File: src/design/tog_pkg.sv
// Purpose: Constants for the timing output generator block
// Assumes: 125 MHz timebase clock, classic Wishbone register access
// Notes: Register offsets are byte addresses of 32-bit words
`default_nettype none
package tog_pkg;
  localparam int CLK_HZ = 125000000;
  localparam int NUM_OUT = 4;
  localparam int NUM_FREQ = 3;
  localparam int NUM_IRIG = 2;
  localparam int SEL_W = 4;
  // Source codes for the output selectors
  localparam logic [3:0] SRC_PPS = 4'h0;
  localparam logic [3:0] SRC_FREQ1 = 4'h1;
  localparam logic [3:0] SRC_FREQ2 = 4'h2;
  localparam logic [3:0] SRC_FREQ3 = 4'h3;
  localparam logic [3:0] SRC_IRIG1 = 4'h4;
  localparam logic [3:0] SRC_IRIG2 = 4'h5;
  localparam logic [3:0] SRC_GNSS = 4'h6;
  localparam logic [3:0] SRC_IN1 = 4'h7;
  localparam logic [3:0] SRC_IN2 = 4'h8;
  localparam logic [3:0] SRC_OSC = 4'h9;
  // Frequency limits in Hz
  localparam int FREQ_MIN_HZ = 2;
  localparam int FREQ_MAX_HZ = 10000000;
  // Time-code rates in pulses per second
  localparam int IRIG_B_PPS = 100;
  localparam int IRIG_G_PPS = 10000;
  localparam logic [31:0] IRIG_B_DIV = 32'(CLK_HZ / IRIG_B_PPS);
  localparam logic [31:0] IRIG_G_DIV = 32'(CLK_HZ / IRIG_G_PPS);
  localparam logic [31:0] SEC_CYCLES = 32'(CLK_HZ);
  // Half-period limits; the shortest half rounds up so no divider runs above the top frequency
  localparam logic [31:0] FREQ_LIMIT_MAX = 32'(CLK_HZ / (2 * FREQ_MIN_HZ));
  localparam logic [31:0] FREQ_LIMIT_MIN = 32'((CLK_HZ + 2 * FREQ_MAX_HZ - 1) / (2 * FREQ_MAX_HZ));
  // Register byte offsets
  localparam logic [7:0] REG_OUT_CTRL = 8'h00;
  localparam logic [7:0] REG_PPS_CTRL = 8'h04;
  localparam logic [7:0] REG_PPS_WIDTH = 8'h08;
  localparam logic [7:0] REG_PPS_DELAY = 8'h0C;
  localparam logic [7:0] REG_FREQ_CTRL = 8'h10;
  localparam logic [7:0] REG_FREQ_HALF0 = 8'h14;
  localparam logic [7:0] REG_FREQ_DELAY0 = 8'h20;
  localparam logic [7:0] REG_IRIG_CTRL = 8'h2C;
  localparam logic [7:0] REG_STATUS = 8'h30;
  // Reset values
  localparam logic [31:0] PPS_WIDTH_RST = 32'h00BEBC20;
  localparam logic [31:0] FREQ_HALF_RST = 32'h0000003E;
  // Time-code coded-expression legal set
  localparam logic [7:0] IRIG_CODE_OK = 8'hCF;
  typedef enum logic {IRIG_RATE_B, IRIG_RATE_G} tog_rate_type;
endpackage : tog_pkg
`default_nettype wire

File: src/design/tog_divider.sv
// Purpose: Numerical divider producing a square wave on the timebase
// Assumes: Half period and advance given in clock cycles
// Notes: Advance shifts the phase earlier relative to the epoch
`timescale 1ns/1ns
`default_nettype none
module tog_divider (
  input wire logic clk_i,
  input wire logic rst_i,
  input wire logic en_i,
  input wire logic epoch_i,
  input wire logic [31:0] half_i,
  input wire logic [31:0] adv_i,
  output logic wave_o
);
  logic [31:0] cnt_reg;
  logic wave_reg;
  logic [31:0] start_w;
  // Phase preload: the count starts ahead by the advance, or at zero when the advance is not below a half period
  assign start_w = (adv_i < half_i) ? adv_i : 32'h00000000;
  always_ff @(posedge clk_i) begin
    if (rst_i) begin
      cnt_reg <= 32'h00000000;
      wave_reg <= 1'b0;
    end else if (!en_i) begin
      // Preload while idle so the advance holds from enable, not only from the next epoch
      cnt_reg <= start_w;
      wave_reg <= 1'b0;
    end else if (epoch_i) begin
      cnt_reg <= start_w;
      wave_reg <= 1'b1;
    end else if (cnt_reg >= half_i - 32'h00000001) begin
      cnt_reg <= 32'h00000000;
      wave_reg <= ~wave_reg;
    end else begin
      cnt_reg <= cnt_reg + 32'h00000001;
    end
  end
  assign wave_o = wave_reg;
endmodule // tog_divider
`default_nettype wire

File: src/design/tog_irig.sv
// Purpose: Time-code symbol timing generator
// Assumes: Frame content is built elsewhere; this shapes the symbol rate
// Notes: Symbol width follows a simple marker/one/zero pattern by code
`timescale 1ns/1ns
`default_nettype none
module tog_irig (
  input wire logic clk_i,
  input wire logic rst_i,
  input wire logic en_i,
  input wire logic rate_g_i,
  input wire logic [2:0] code_i,
  output logic sig_o
);
  logic [31:0] cnt_reg;
  logic [6:0] sym_reg;
  logic sig_reg;
  logic [31:0] per_w;
  logic [31:0] hi_w;
  assign per_w = rate_g_i ? tog_pkg::IRIG_G_DIV : tog_pkg::IRIG_B_DIV;
  // Markers at symbol 0 and each symbol whose low four bits are 9 are about 81 percent high, others follow code bit
  always_comb begin
    if (sym_reg == 7'h00 || sym_reg[3:0] == 4'h9) begin
      hi_w = (per_w >> 2) + (per_w >> 1) + (per_w >> 4);
    end else if (code_i[(sym_reg[1:0] == 2'h3) ? 2'h2 : sym_reg[1:0]]) begin
      hi_w = per_w >> 1;
    end else begin
      hi_w = per_w >> 2;
    end
  end
  always_ff @(posedge clk_i) begin
    if (rst_i || !en_i) begin
      cnt_reg <= 32'h00000000;
      sym_reg <= 7'h00;
      sig_reg <= 1'b0;
    end else begin
      sig_reg <= cnt_reg < hi_w;
      if (cnt_reg >= per_w - 32'h00000001) begin
        cnt_reg <= 32'h00000000;
        sym_reg <= (sym_reg == 7'h63) ? 7'h00 : sym_reg + 7'h01;
      end else begin
        cnt_reg <= cnt_reg + 32'h00000001;
      end
    end
  end
  assign sig_o = sig_reg;
endmodule // tog_irig
`default_nettype wire

File: src/design/tog_top.sv
// Purpose: Timing generators and output routing with Wishbone registers
// Assumes: CLK_I is the high-resolution timebase at 125 MHz
// Notes: Outputs change only on CLK_I edges
`timescale 1ns/1ns
`default_nettype none
module tog_top (
  input wire logic CLK_I,
  input wire logic SRST_I,
  input wire logic CYC_I,
  input wire logic STB_I,
  input wire logic WE_I,
  input wire logic [7:0] ADR_I,
  input wire logic [3:0] SEL_I,
  input wire logic [31:0] DAT_I,
  output logic [31:0] DAT_O,
  output logic ACK_O,
  input wire logic GNSS_PPS_I,
  input wire logic IN1_I,
  input wire logic IN2_I,
  input wire logic OSC_I,
  output logic [3:0] OUT_O,
  output logic OUT5_O,
  output logic OUT5_VALID_O
);
  // ----------------------------------------------------------------
  // Registers
  // ----------------------------------------------------------------
  logic [31:0] out_ctrl_reg;
  logic [31:0] pps_ctrl_reg;
  logic [31:0] pps_width_reg;
  logic [31:0] pps_delay_reg;
  logic [31:0] freq_ctrl_reg;
  logic [31:0] freq_half_reg [tog_pkg::NUM_FREQ];
  logic [31:0] freq_delay_reg [tog_pkg::NUM_FREQ];
  logic [31:0] irig_ctrl_reg;
  logic ack_reg;
  logic [31:0] dat_reg;
  logic [31:0] rd_next;
  logic wr_w;
  logic [31:0] wmask_w;
  assign wr_w = CYC_I && STB_I && WE_I && ack_reg;
  assign wmask_w = {{8{SEL_I[3]}}, {8{SEL_I[2]}}, {8{SEL_I[1]}}, {8{SEL_I[0]}}};

  function automatic logic [31:0] merge(input logic [31:0] old, input logic [31:0] nw, input logic [31:0] m);
    merge = (old & ~m) | (nw & m);
  endfunction

  function automatic logic [31:0] clamp_half(input logic [31:0] v);
    if (v < tog_pkg::FREQ_LIMIT_MIN) begin
      clamp_half = tog_pkg::FREQ_LIMIT_MIN;
    end else if (v > tog_pkg::FREQ_LIMIT_MAX) begin
      clamp_half = tog_pkg::FREQ_LIMIT_MAX;
    end else begin
      clamp_half = v;
    end
  endfunction

  // Bus answers one cycle after the request, then drops ack; writes commit on the ack edge
  always_ff @(posedge CLK_I) begin
    if (SRST_I) begin
      ack_reg <= 1'b0;
      dat_reg <= 32'h00000000;
    end else begin
      ack_reg <= CYC_I && STB_I && !ack_reg;
      dat_reg <= rd_next;
    end
  end
  assign ACK_O = ack_reg;
  assign DAT_O = dat_reg;

  // Out ctrl: per output [3:0] source, [4] invert, [5] enable, byte per output
  always_ff @(posedge CLK_I) begin
    if (SRST_I) begin
      out_ctrl_reg <= 32'h00000000;
    end else if (wr_w && ADR_I == tog_pkg::REG_OUT_CTRL) begin
      out_ctrl_reg <= merge(out_ctrl_reg, DAT_I, wmask_w) & 32'h3F3F3F3F;
    end
  end

  always_ff @(posedge CLK_I) begin
    if (SRST_I) begin
      pps_ctrl_reg <= 32'h00000000;
      pps_width_reg <= tog_pkg::PPS_WIDTH_RST;
      pps_delay_reg <= 32'h00000000;
    end else if (wr_w) begin
      if (ADR_I == tog_pkg::REG_PPS_CTRL) pps_ctrl_reg <= merge(pps_ctrl_reg, DAT_I, wmask_w) & 32'h00000003;
      if (ADR_I == tog_pkg::REG_PPS_WIDTH) pps_width_reg <= merge(pps_width_reg, DAT_I, wmask_w);
      if (ADR_I == tog_pkg::REG_PPS_DELAY) pps_delay_reg <= merge(pps_delay_reg, DAT_I, wmask_w);
    end
  end

  // Frequency ctrl: bit i enable, bit 4+i polarity; half period clamped to range
  always_ff @(posedge CLK_I) begin
    if (SRST_I) begin
      freq_ctrl_reg <= 32'h00000000;
    end else if (wr_w && ADR_I == tog_pkg::REG_FREQ_CTRL) begin
      freq_ctrl_reg <= merge(freq_ctrl_reg, DAT_I, wmask_w) & 32'h00000077;
    end
  end

  // Time-code ctrl: per generator byte [0] enable, [1] rate G, [4:2] code
  // An illegal code write leaves the old code in place
  always_ff @(posedge CLK_I) begin
    if (SRST_I) begin
      irig_ctrl_reg <= 32'h00000000;
    end else if (wr_w && ADR_I == tog_pkg::REG_IRIG_CTRL) begin
      for (int k = 0; k < tog_pkg::NUM_IRIG; k++) begin
        if (SEL_I[k]) begin
          irig_ctrl_reg[8*k +: 2] <= DAT_I[8*k +: 2];
          if (tog_pkg::IRIG_CODE_OK[DAT_I[8*k+2 +: 3]]) begin
            irig_ctrl_reg[8*k+2 +: 3] <= DAT_I[8*k+2 +: 3];
          end
        end
      end
    end
  end

  // ----------------------------------------------------------------
  // Generators
  // ----------------------------------------------------------------
  logic [31:0] sec_cnt_reg;
  logic epoch_w;
  logic pps_raw_reg;
  logic [31:0] pps_phase_w;
  logic [2:0] freq_wave;
  logic [1:0] irig_wave;
  assign epoch_w = sec_cnt_reg == tog_pkg::SEC_CYCLES - 32'h00000001;

  // Free-running second counter shared by the pulse and frequency generators
  always_ff @(posedge CLK_I) begin
    if (SRST_I || epoch_w) begin
      sec_cnt_reg <= 32'h00000000;
    end else begin
      sec_cnt_reg <= sec_cnt_reg + 32'h00000001;
    end
  end

  // Delay taken modulo one second so the pulse lands early by that amount
  assign pps_phase_w = (sec_cnt_reg + pps_delay_reg) % tog_pkg::SEC_CYCLES;

  always_ff @(posedge CLK_I) begin
    if (SRST_I || !pps_ctrl_reg[0]) begin
      pps_raw_reg <= 1'b0;
    end else begin
      pps_raw_reg <= pps_phase_w < pps_width_reg;
    end
  end

  generate
    for (genvar g = 0; g < tog_pkg::NUM_FREQ; g++) begin : g_freq
      always_ff @(posedge CLK_I) begin
        if (SRST_I) begin
          freq_half_reg[g] <= tog_pkg::FREQ_HALF_RST;
          freq_delay_reg[g] <= 32'h00000000;
        end else if (wr_w) begin
          if (ADR_I == tog_pkg::REG_FREQ_HALF0 + 8'(4 * g)) begin
            freq_half_reg[g] <= clamp_half(DAT_I);
          end
          if (ADR_I == tog_pkg::REG_FREQ_DELAY0 + 8'(4 * g)) begin
            freq_delay_reg[g] <= DAT_I;
          end
        end
      end
      // Divider phase aligned to the second; non-integer ratios keep a small error
      tog_divider u_div (
        .clk_i(CLK_I),
        .rst_i(SRST_I),
        .en_i(freq_ctrl_reg[g]),
        .epoch_i(epoch_w),
        .half_i(freq_half_reg[g]),
        .adv_i(freq_delay_reg[g]),
        .wave_o(freq_wave[g])
      );
    end
    for (genvar g = 0; g < tog_pkg::NUM_IRIG; g++) begin : g_irig
      tog_irig u_irig (
        .clk_i(CLK_I),
        .rst_i(SRST_I),
        .en_i(irig_ctrl_reg[8*g]),
        .rate_g_i(irig_ctrl_reg[8*g+1]),
        .code_i(irig_ctrl_reg[8*g+2 +: 3]),
        .sig_o(irig_wave[g])
      );
    end
  endgenerate

  // ----------------------------------------------------------------
  // Pass-through synchronisers
  // ----------------------------------------------------------------
  logic [3:0] pt_meta_reg;
  logic [3:0] pt_sync_reg;
  always_ff @(posedge CLK_I) begin
    if (SRST_I) begin
      pt_meta_reg <= 4'h0;
      pt_sync_reg <= 4'h0;
    end else begin
      pt_meta_reg <= {OSC_I, IN2_I, IN1_I, GNSS_PPS_I};
      pt_sync_reg <= pt_meta_reg;
    end
  end

  // ----------------------------------------------------------------
  // Output routing
  // ----------------------------------------------------------------
  logic [15:0] src_w;
  logic [3:0] out_reg;
  logic out5_reg;
  logic out5_valid_reg;
  // Generator polarity applies before the output invert
  assign src_w = {6'h00, pt_sync_reg, irig_wave,
    freq_wave ^ freq_ctrl_reg[6:4], pps_raw_reg ^ pps_ctrl_reg[1]};

  generate
    for (genvar o = 0; o < tog_pkg::NUM_OUT; o++) begin : g_out
      always_ff @(posedge CLK_I) begin
        if (SRST_I) begin
          out_reg[o] <= 1'b0;
        end else begin
          out_reg[o] <= out_ctrl_reg[8*o+5] && (src_w[out_ctrl_reg[8*o +: 4]] ^ out_ctrl_reg[8*o+4]);
        end
      end
    end
  endgenerate

  always_ff @(posedge CLK_I) begin
    if (SRST_I) begin
      out5_reg <= 1'b0;
      out5_valid_reg <= 1'b0;
    end else begin
      out5_valid_reg <= irig_ctrl_reg[8] && !irig_ctrl_reg[9];
      out5_reg <= irig_wave[1] && !irig_ctrl_reg[9];
    end
  end
  assign OUT_O = out_reg;
  assign OUT5_O = out5_reg;
  assign OUT5_VALID_O = out5_valid_reg;

  // Read mux
  always_comb begin
    rd_next = 32'h00000000;
    unique case (ADR_I)
      tog_pkg::REG_OUT_CTRL: rd_next = out_ctrl_reg;
      tog_pkg::REG_PPS_CTRL: rd_next = pps_ctrl_reg;
      tog_pkg::REG_PPS_WIDTH: rd_next = pps_width_reg;
      tog_pkg::REG_PPS_DELAY: rd_next = pps_delay_reg;
      tog_pkg::REG_FREQ_CTRL: rd_next = freq_ctrl_reg;
      tog_pkg::REG_FREQ_HALF0: rd_next = freq_half_reg[0];
      8'h18: rd_next = freq_half_reg[1];
      8'h1C: rd_next = freq_half_reg[2];
      tog_pkg::REG_FREQ_DELAY0: rd_next = freq_delay_reg[0];
      8'h24: rd_next = freq_delay_reg[1];
      8'h28: rd_next = freq_delay_reg[2];
      tog_pkg::REG_IRIG_CTRL: rd_next = irig_ctrl_reg;
      tog_pkg::REG_STATUS: rd_next = {20'h00000, out5_valid_reg, out5_reg, out_reg, irig_wave, freq_wave, pps_raw_reg};
      default: rd_next = 32'h00000000;
    endcase
  end

  // ----------------------------------------------------------------
  // Assertions
  // ----------------------------------------------------------------
  property p_out_disabled;
    @(posedge CLK_I) disable iff (SRST_I)
    !out_ctrl_reg[5] |=> !out_reg[0];
  endproperty
  a_out_disabled: assert property (p_out_disabled) else $error("output 1 active while disabled");

  property p_out_route;
    @(posedge CLK_I) disable iff (SRST_I)
    out_ctrl_reg[5] && $stable(out_ctrl_reg) |=> out_reg[0] == ($past(src_w[out_ctrl_reg[3:0]]) ^ $past(out_ctrl_reg[4]));
  endproperty
  a_out_route: assert property (p_out_route) else $error("output 1 not the selected source");

  property p_out5_g;
    @(posedge CLK_I) disable iff (SRST_I)
    irig_ctrl_reg[9] |=> !out5_reg && !out5_valid_reg;
  endproperty
  a_out5_g: assert property (p_out5_g) else $error("output 5 active in rate G");

  property p_out5_follow;
    @(posedge CLK_I) disable iff (SRST_I)
    !irig_ctrl_reg[9] |=> out5_reg == $past(irig_wave[1]);
  endproperty
  a_out5_follow: assert property (p_out5_follow) else $error("output 5 not following time-code 2");

  property p_code_legal;
    @(posedge CLK_I) disable iff (SRST_I)
    tog_pkg::IRIG_CODE_OK[irig_ctrl_reg[4:2]] && tog_pkg::IRIG_CODE_OK[irig_ctrl_reg[12:10]];
  endproperty
  a_code_legal: assert property (p_code_legal) else $error("illegal coded expression held");

  property p_pps_off;
    @(posedge CLK_I) disable iff (SRST_I)
    !pps_ctrl_reg[0] |=> !pps_raw_reg;
  endproperty
  a_pps_off: assert property (p_pps_off) else $error("pulse while generator disabled");

  property p_half_range;
    @(posedge CLK_I) disable iff (SRST_I)
    freq_half_reg[0] >= tog_pkg::FREQ_LIMIT_MIN && freq_half_reg[0] <= tog_pkg::FREQ_LIMIT_MAX;
  endproperty
  a_half_range: assert property (p_half_range) else $error("divider out of range");

  property p_ack_once;
    @(posedge CLK_I) disable iff (SRST_I)
    ack_reg |=> !ack_reg;
  endproperty
  a_ack_once: assert property (p_ack_once) else $error("ack held two cycles");

  property p_ack_answer;
    @(posedge CLK_I) disable iff (SRST_I)
    CYC_I && STB_I && !ack_reg |=> ack_reg;
  endproperty
  a_ack_answer: assert property (p_ack_answer) else $error("request not answered next cycle");

  property p_freq_off;
    @(posedge CLK_I) disable iff (SRST_I)
    !freq_ctrl_reg[0] |=> !freq_wave[0];
  endproperty
  a_freq_off: assert property (p_freq_off) else $error("divider running while disabled");

  property p_epoch_pps;
    @(posedge CLK_I) disable iff (SRST_I)
    epoch_w && pps_ctrl_reg[0] && pps_delay_reg == 32'h00000000 && pps_width_reg != 32'h00000000 ##1 $stable(pps_ctrl_reg) |-> ##1 pps_raw_reg;
  endproperty
  a_epoch_pps: assert property (p_epoch_pps) else $error("pulse missing at second start");

  c_out5: cover property (@(posedge CLK_I) disable iff (SRST_I) out5_valid_reg && out5_reg);
  c_multi: cover property (@(posedge CLK_I) disable iff (SRST_I) out_ctrl_reg[5] && out_ctrl_reg[13] && out_ctrl_reg[3:0] == out_ctrl_reg[11:8]);
  c_pps: cover property (@(posedge CLK_I) disable iff (SRST_I) $rose(pps_raw_reg));
  c_irig_g: cover property (@(posedge CLK_I) disable iff (SRST_I) irig_ctrl_reg[1] && out_ctrl_reg[3:0] == tog_pkg::SRC_IRIG1 && out_reg[0]);
endmodule // tog_top
`default_nettype wire

File: config.mk
export PLATFORM = sky130hd
export DESIGN_NAME = tog_top
export DESIGN_NICKNAME = d
export VERILOG_FILES = /design/src/design/tog_pkg.sv /design/src/design/tog_divider.sv /design/src/design/tog_irig.sv /design/src/design/tog_top.sv
export SDC_FILE = /design/constraint.sdc
export NUM_CORES = 2
export LEC_CHECK = 0
export BUFFER_PORTS_ARGS = -buffer_cell sky130_fd_sc_hd__buf_4
export CAP_MARGIN = 20
export CORE_ASPECT_RATIO = 0.5
export CORE_MARGIN = 2
export CORE_UTILIZATION = 30
export DETAILED_ROUTE_END_ITERATION = 10
export SLEW_MARGIN = 10
export SYNTH_ARGS = -nofsm -noshare
export SYNTH_HDL_FRONTEND = slang
export SYNTH_HIERARCHICAL = 1
export SYNTH_SLANG_ARGS = --single-unit
File: constraint.sdc
create_clock -name CLK_I -period 25.7 [get_ports CLK_I]
set_input_delay 2.57 -clock CLK_I [delete_from_list [all_inputs] [get_ports CLK_I]]
set_output_delay 2.57 -clock CLK_I [all_outputs]
set_load 0.03 [all_outputs]
==> impl_metrics.yaml <==
grt:
  antenna_found_initial: 8
  overflow: 0
  grt_pass1_wl_um: 213000
  grt.total_usage_pct: 20.2
  grt_max_degree: 68
  grt_pass1_vias: 34389
placed_design:
  hpwl_um: 110000
  placed_cell_area_um2: 42300
  gp_congestion: 0.946
  io_buffers: 91
  dpl.cell_count: 6260
  dp_slack_ns: 11.42
power:
  p_per_area_nw_per_um2: 45.5
  p_sw_mw: 0.512
  power_frac_clock_pct: 46.3
  swShare_pct: 25.3
  vdd_drop_max_mv: 0.0498
  combPwrFrac_pct: 6.2
  power.internal_mw: 1.51
  p_seq_share_pct: 47.5
  power.leakage_nw: 17.2
sta:
  period_needed_ns: 14.51
  worstMarginPinSlew_ns: 1.11
  slew_headroom_pct: 25.5
  hold_violations: 0
  setup_slack_ns: 11.19
  rsz0062_at_grt: "false"
  slew_viol_final: 0
  fin_tns_setup_ns: 0
  fmax_mhz: 68.9
  finalSetupViolations: 0
  finalCritPeriodShare_pct: 56.5
  skew_ns: 0.0421
clocking:
  clock_sinks: 557
  cts_resized: 0
  htree_levels: 2
  root_buffer: "clkbuf_16"
  cts_inserted_buffers: 59
  cts_tree: "yes"
  path_clk_slew_ns: 0.07
  ctsHoldBuffers: 0
  cts_buffer_depth: 3
  clk_latency_ns: 0.66
  postCtsSetupBuffers: 0
critical_path:
  worst_setup_path_end_kind: "flop"
  start_kind: "flop"
  worst-endpoint-arrival_ns: 15.06
  reg2reg_slack_ns: 11.19
  worstPathRequired_ns: 26.26
  slowest_stage: "a311oi_1"
  slowest_delay_ns: 0.71
  crit_type: "reg -> reg"
  cp_max_fo: 27
  crit_start: "sec_cnt_reg[0]"
  r2r-start: "sec_cnt_reg[0]"
  crit_family: "compound AO/OA/AOI/OAI gates"
  critical_path_buf_inv_count: 2
route:
  drtAntennaViolNets: 0
  first_pass_iters: 7
  via_per_inst: 5.66
  drt_iter0_markers: 4223
  finalWirelength_um: 143000
  remaining_drc_errors: 0
  post_drt_wl_per_cell_um: 22.4
  vias: 36089
floorplan:
  start_util_pct: 30.2
  fp-row-count: 94
  die_h_um: 262
  dieArea_um2: 136000
  pin_count: 92
  core_area_um2: 132000
  die-width_um: 519
yosys:
  yosysMostFrequentCell: "nand2_1"
  synth_area_leaders: "dfxtp_1 18%, edfxtp_1 14%, ha_1 10%"
  synth-async-reset-ratio_pct: 0
  avgSynthCellArea_um2: 8.82
  synth_edf_count: 192
  synthTopCellsByCount: "414 x nand2_1, 383 x nor2_1, 365 x dfxtp_1, 322 x ha_1, 268 x a21oi_1"
  yosysSeqAreaShare_pct: 32.8
  synth_cell_types: 129
  synth_ff_type: "dfxtp_1"
  ys_ff_latch: 557
  yosysTopAreaCell: "dfxtp_1"
  syn_inst: 4511
  synth_warnings: 6
  synth_top_cell_area_share_pct: 18.4
  synth_area_um2: 39800
finish:
  drive_gt1_share_pct: 9.05
  design_area_um2: 44500
  area_delta_synth_final_pct: 11.8
  nets: 4925
  layoutNonFillerInstCount: 6380
outcome:
  status: "completed"
job:
  drv_cap: 0
min_path:
  hold_path_class: "reg -> reg"
  min-delay-start: "pt_meta_reg[1]"
==> metrics by stage <==
stage	total power, mW	hold WS [ns]	util, %
3_3_place_gp	1.10	0.424	32.1
6_report	2.02	0.440	33.8
4_1_cts	2.03	0.440	33.8
3_5_place_dp	1.10	0.424	32.2
5_1_grt	2.09	0.464	33.8
2_1_floorplan	1.05	0.414	-
==> power by group through the flow <==
stage / clock, mW / combinational [mW] / sequential (mW)
after floorplan: 0 / 0.0829 / 0.965
after global routing: 0.985 / 0.137 / 0.963
after CTS: 0.950 / 0.122 / 0.960
final: 0.937 / 0.125 / 0.962
after global placement: 0 / 0.118 / 0.979
after detailed placement: 0 / 0.122 / 0.980
==> routing by layer <==
metal	track usage, %	share of wire, %
met5	0	0.0056
met1	26.7	43
met4	8.50	4.4
met3	3.13	8.2
met2	32.9	45
==> cell usage in the layout (no fill, tap or decap), drive strengths merged, types with 15 or more instances in the layout <==
cell type / Yosys / final
buf: 59 / 136
and4: 30 / 30
a31oi: 51 / 51
a21oi: 275 / 275
xor2: 114 / 114
nand2b: 29 / 29
conb: 3 / 46
and2: 55 / 55
a222oi: 21 / 21
nor2: 389 / 389
a22o: 128 / 128
edfxtp: 192 / 192
xnor2: 267 / 267
inv: 192 / 202
o21ai: 138 / 138
mux2i: 65 / 65
o21a: 30 / 30
nor2b: 47 / 47
a22oi: 52 / 52
and3: 137 / 137
dfxtp: 365 / 365
nand3: 193 / 193
a221oi: 47 / 47
a21o: 38 / 38
nand2: 419 / 419
o2bb2ai: 16 / 16
a21boi: 15 / 15
or2: 21 / 21
a211oi: 36 / 36
nor3: 112 / 112
nor4: 56 / 56
nand4: 123 / 123
o31ai: 18 / 18
o211ai: 24 / 24
ha: 322 / 322
nand3b: 23 / 23
or3: 28 / 28
clkbuf: 143 / 80
==> cells by family after synthesis <==
family / Yosys count / share of synthesized area (%)
XOR/XNOR: 381 / 8.51
flip-flops: 557 / 32.8
buffers and inverters: 394 / 4.24
AND/OR/NAND/NOR: 1725 / 22.7
multiplexers: 87 / 2.48
other: 3 / 0.0283
adder cells (fa/ha/maj): 327 / 10.3
AO/OA/AOI/OAI: 1037 / 18.9
==> area by class of cell <==
class	instances	area [um2]
antenna	5	12.5
clock buffer	80	1750
clock inverter	31	370
fill	13511	87100
inverter	192	721
multi-input combinational	3603	25300
sequential	557	13100
tap	1776	2220
timing repair buffer	136	1080
==> final timing paths <==
kind / endpoint / cells past startpoint
hold / removal: pt_sync_reg[1] / 1
hold reg to reg: pt_sync_reg[1] / 1
setup reg to reg: pps_raw_reg / 51
setup / recovery: pps_raw_reg / 51
==> worst reg2reg max path, delay by kind of cell, from the launching register on <==
kind	cells	cell delay [ns]
mux	2	0.39
fa+ha+maj	3	0.89
compound gates	24	7.51
flops	1	0.40
simple gates	17	3.50
xor+xnor	3	1.24
buf+inv	2	0.46
(Power assumes the default switching activity.)
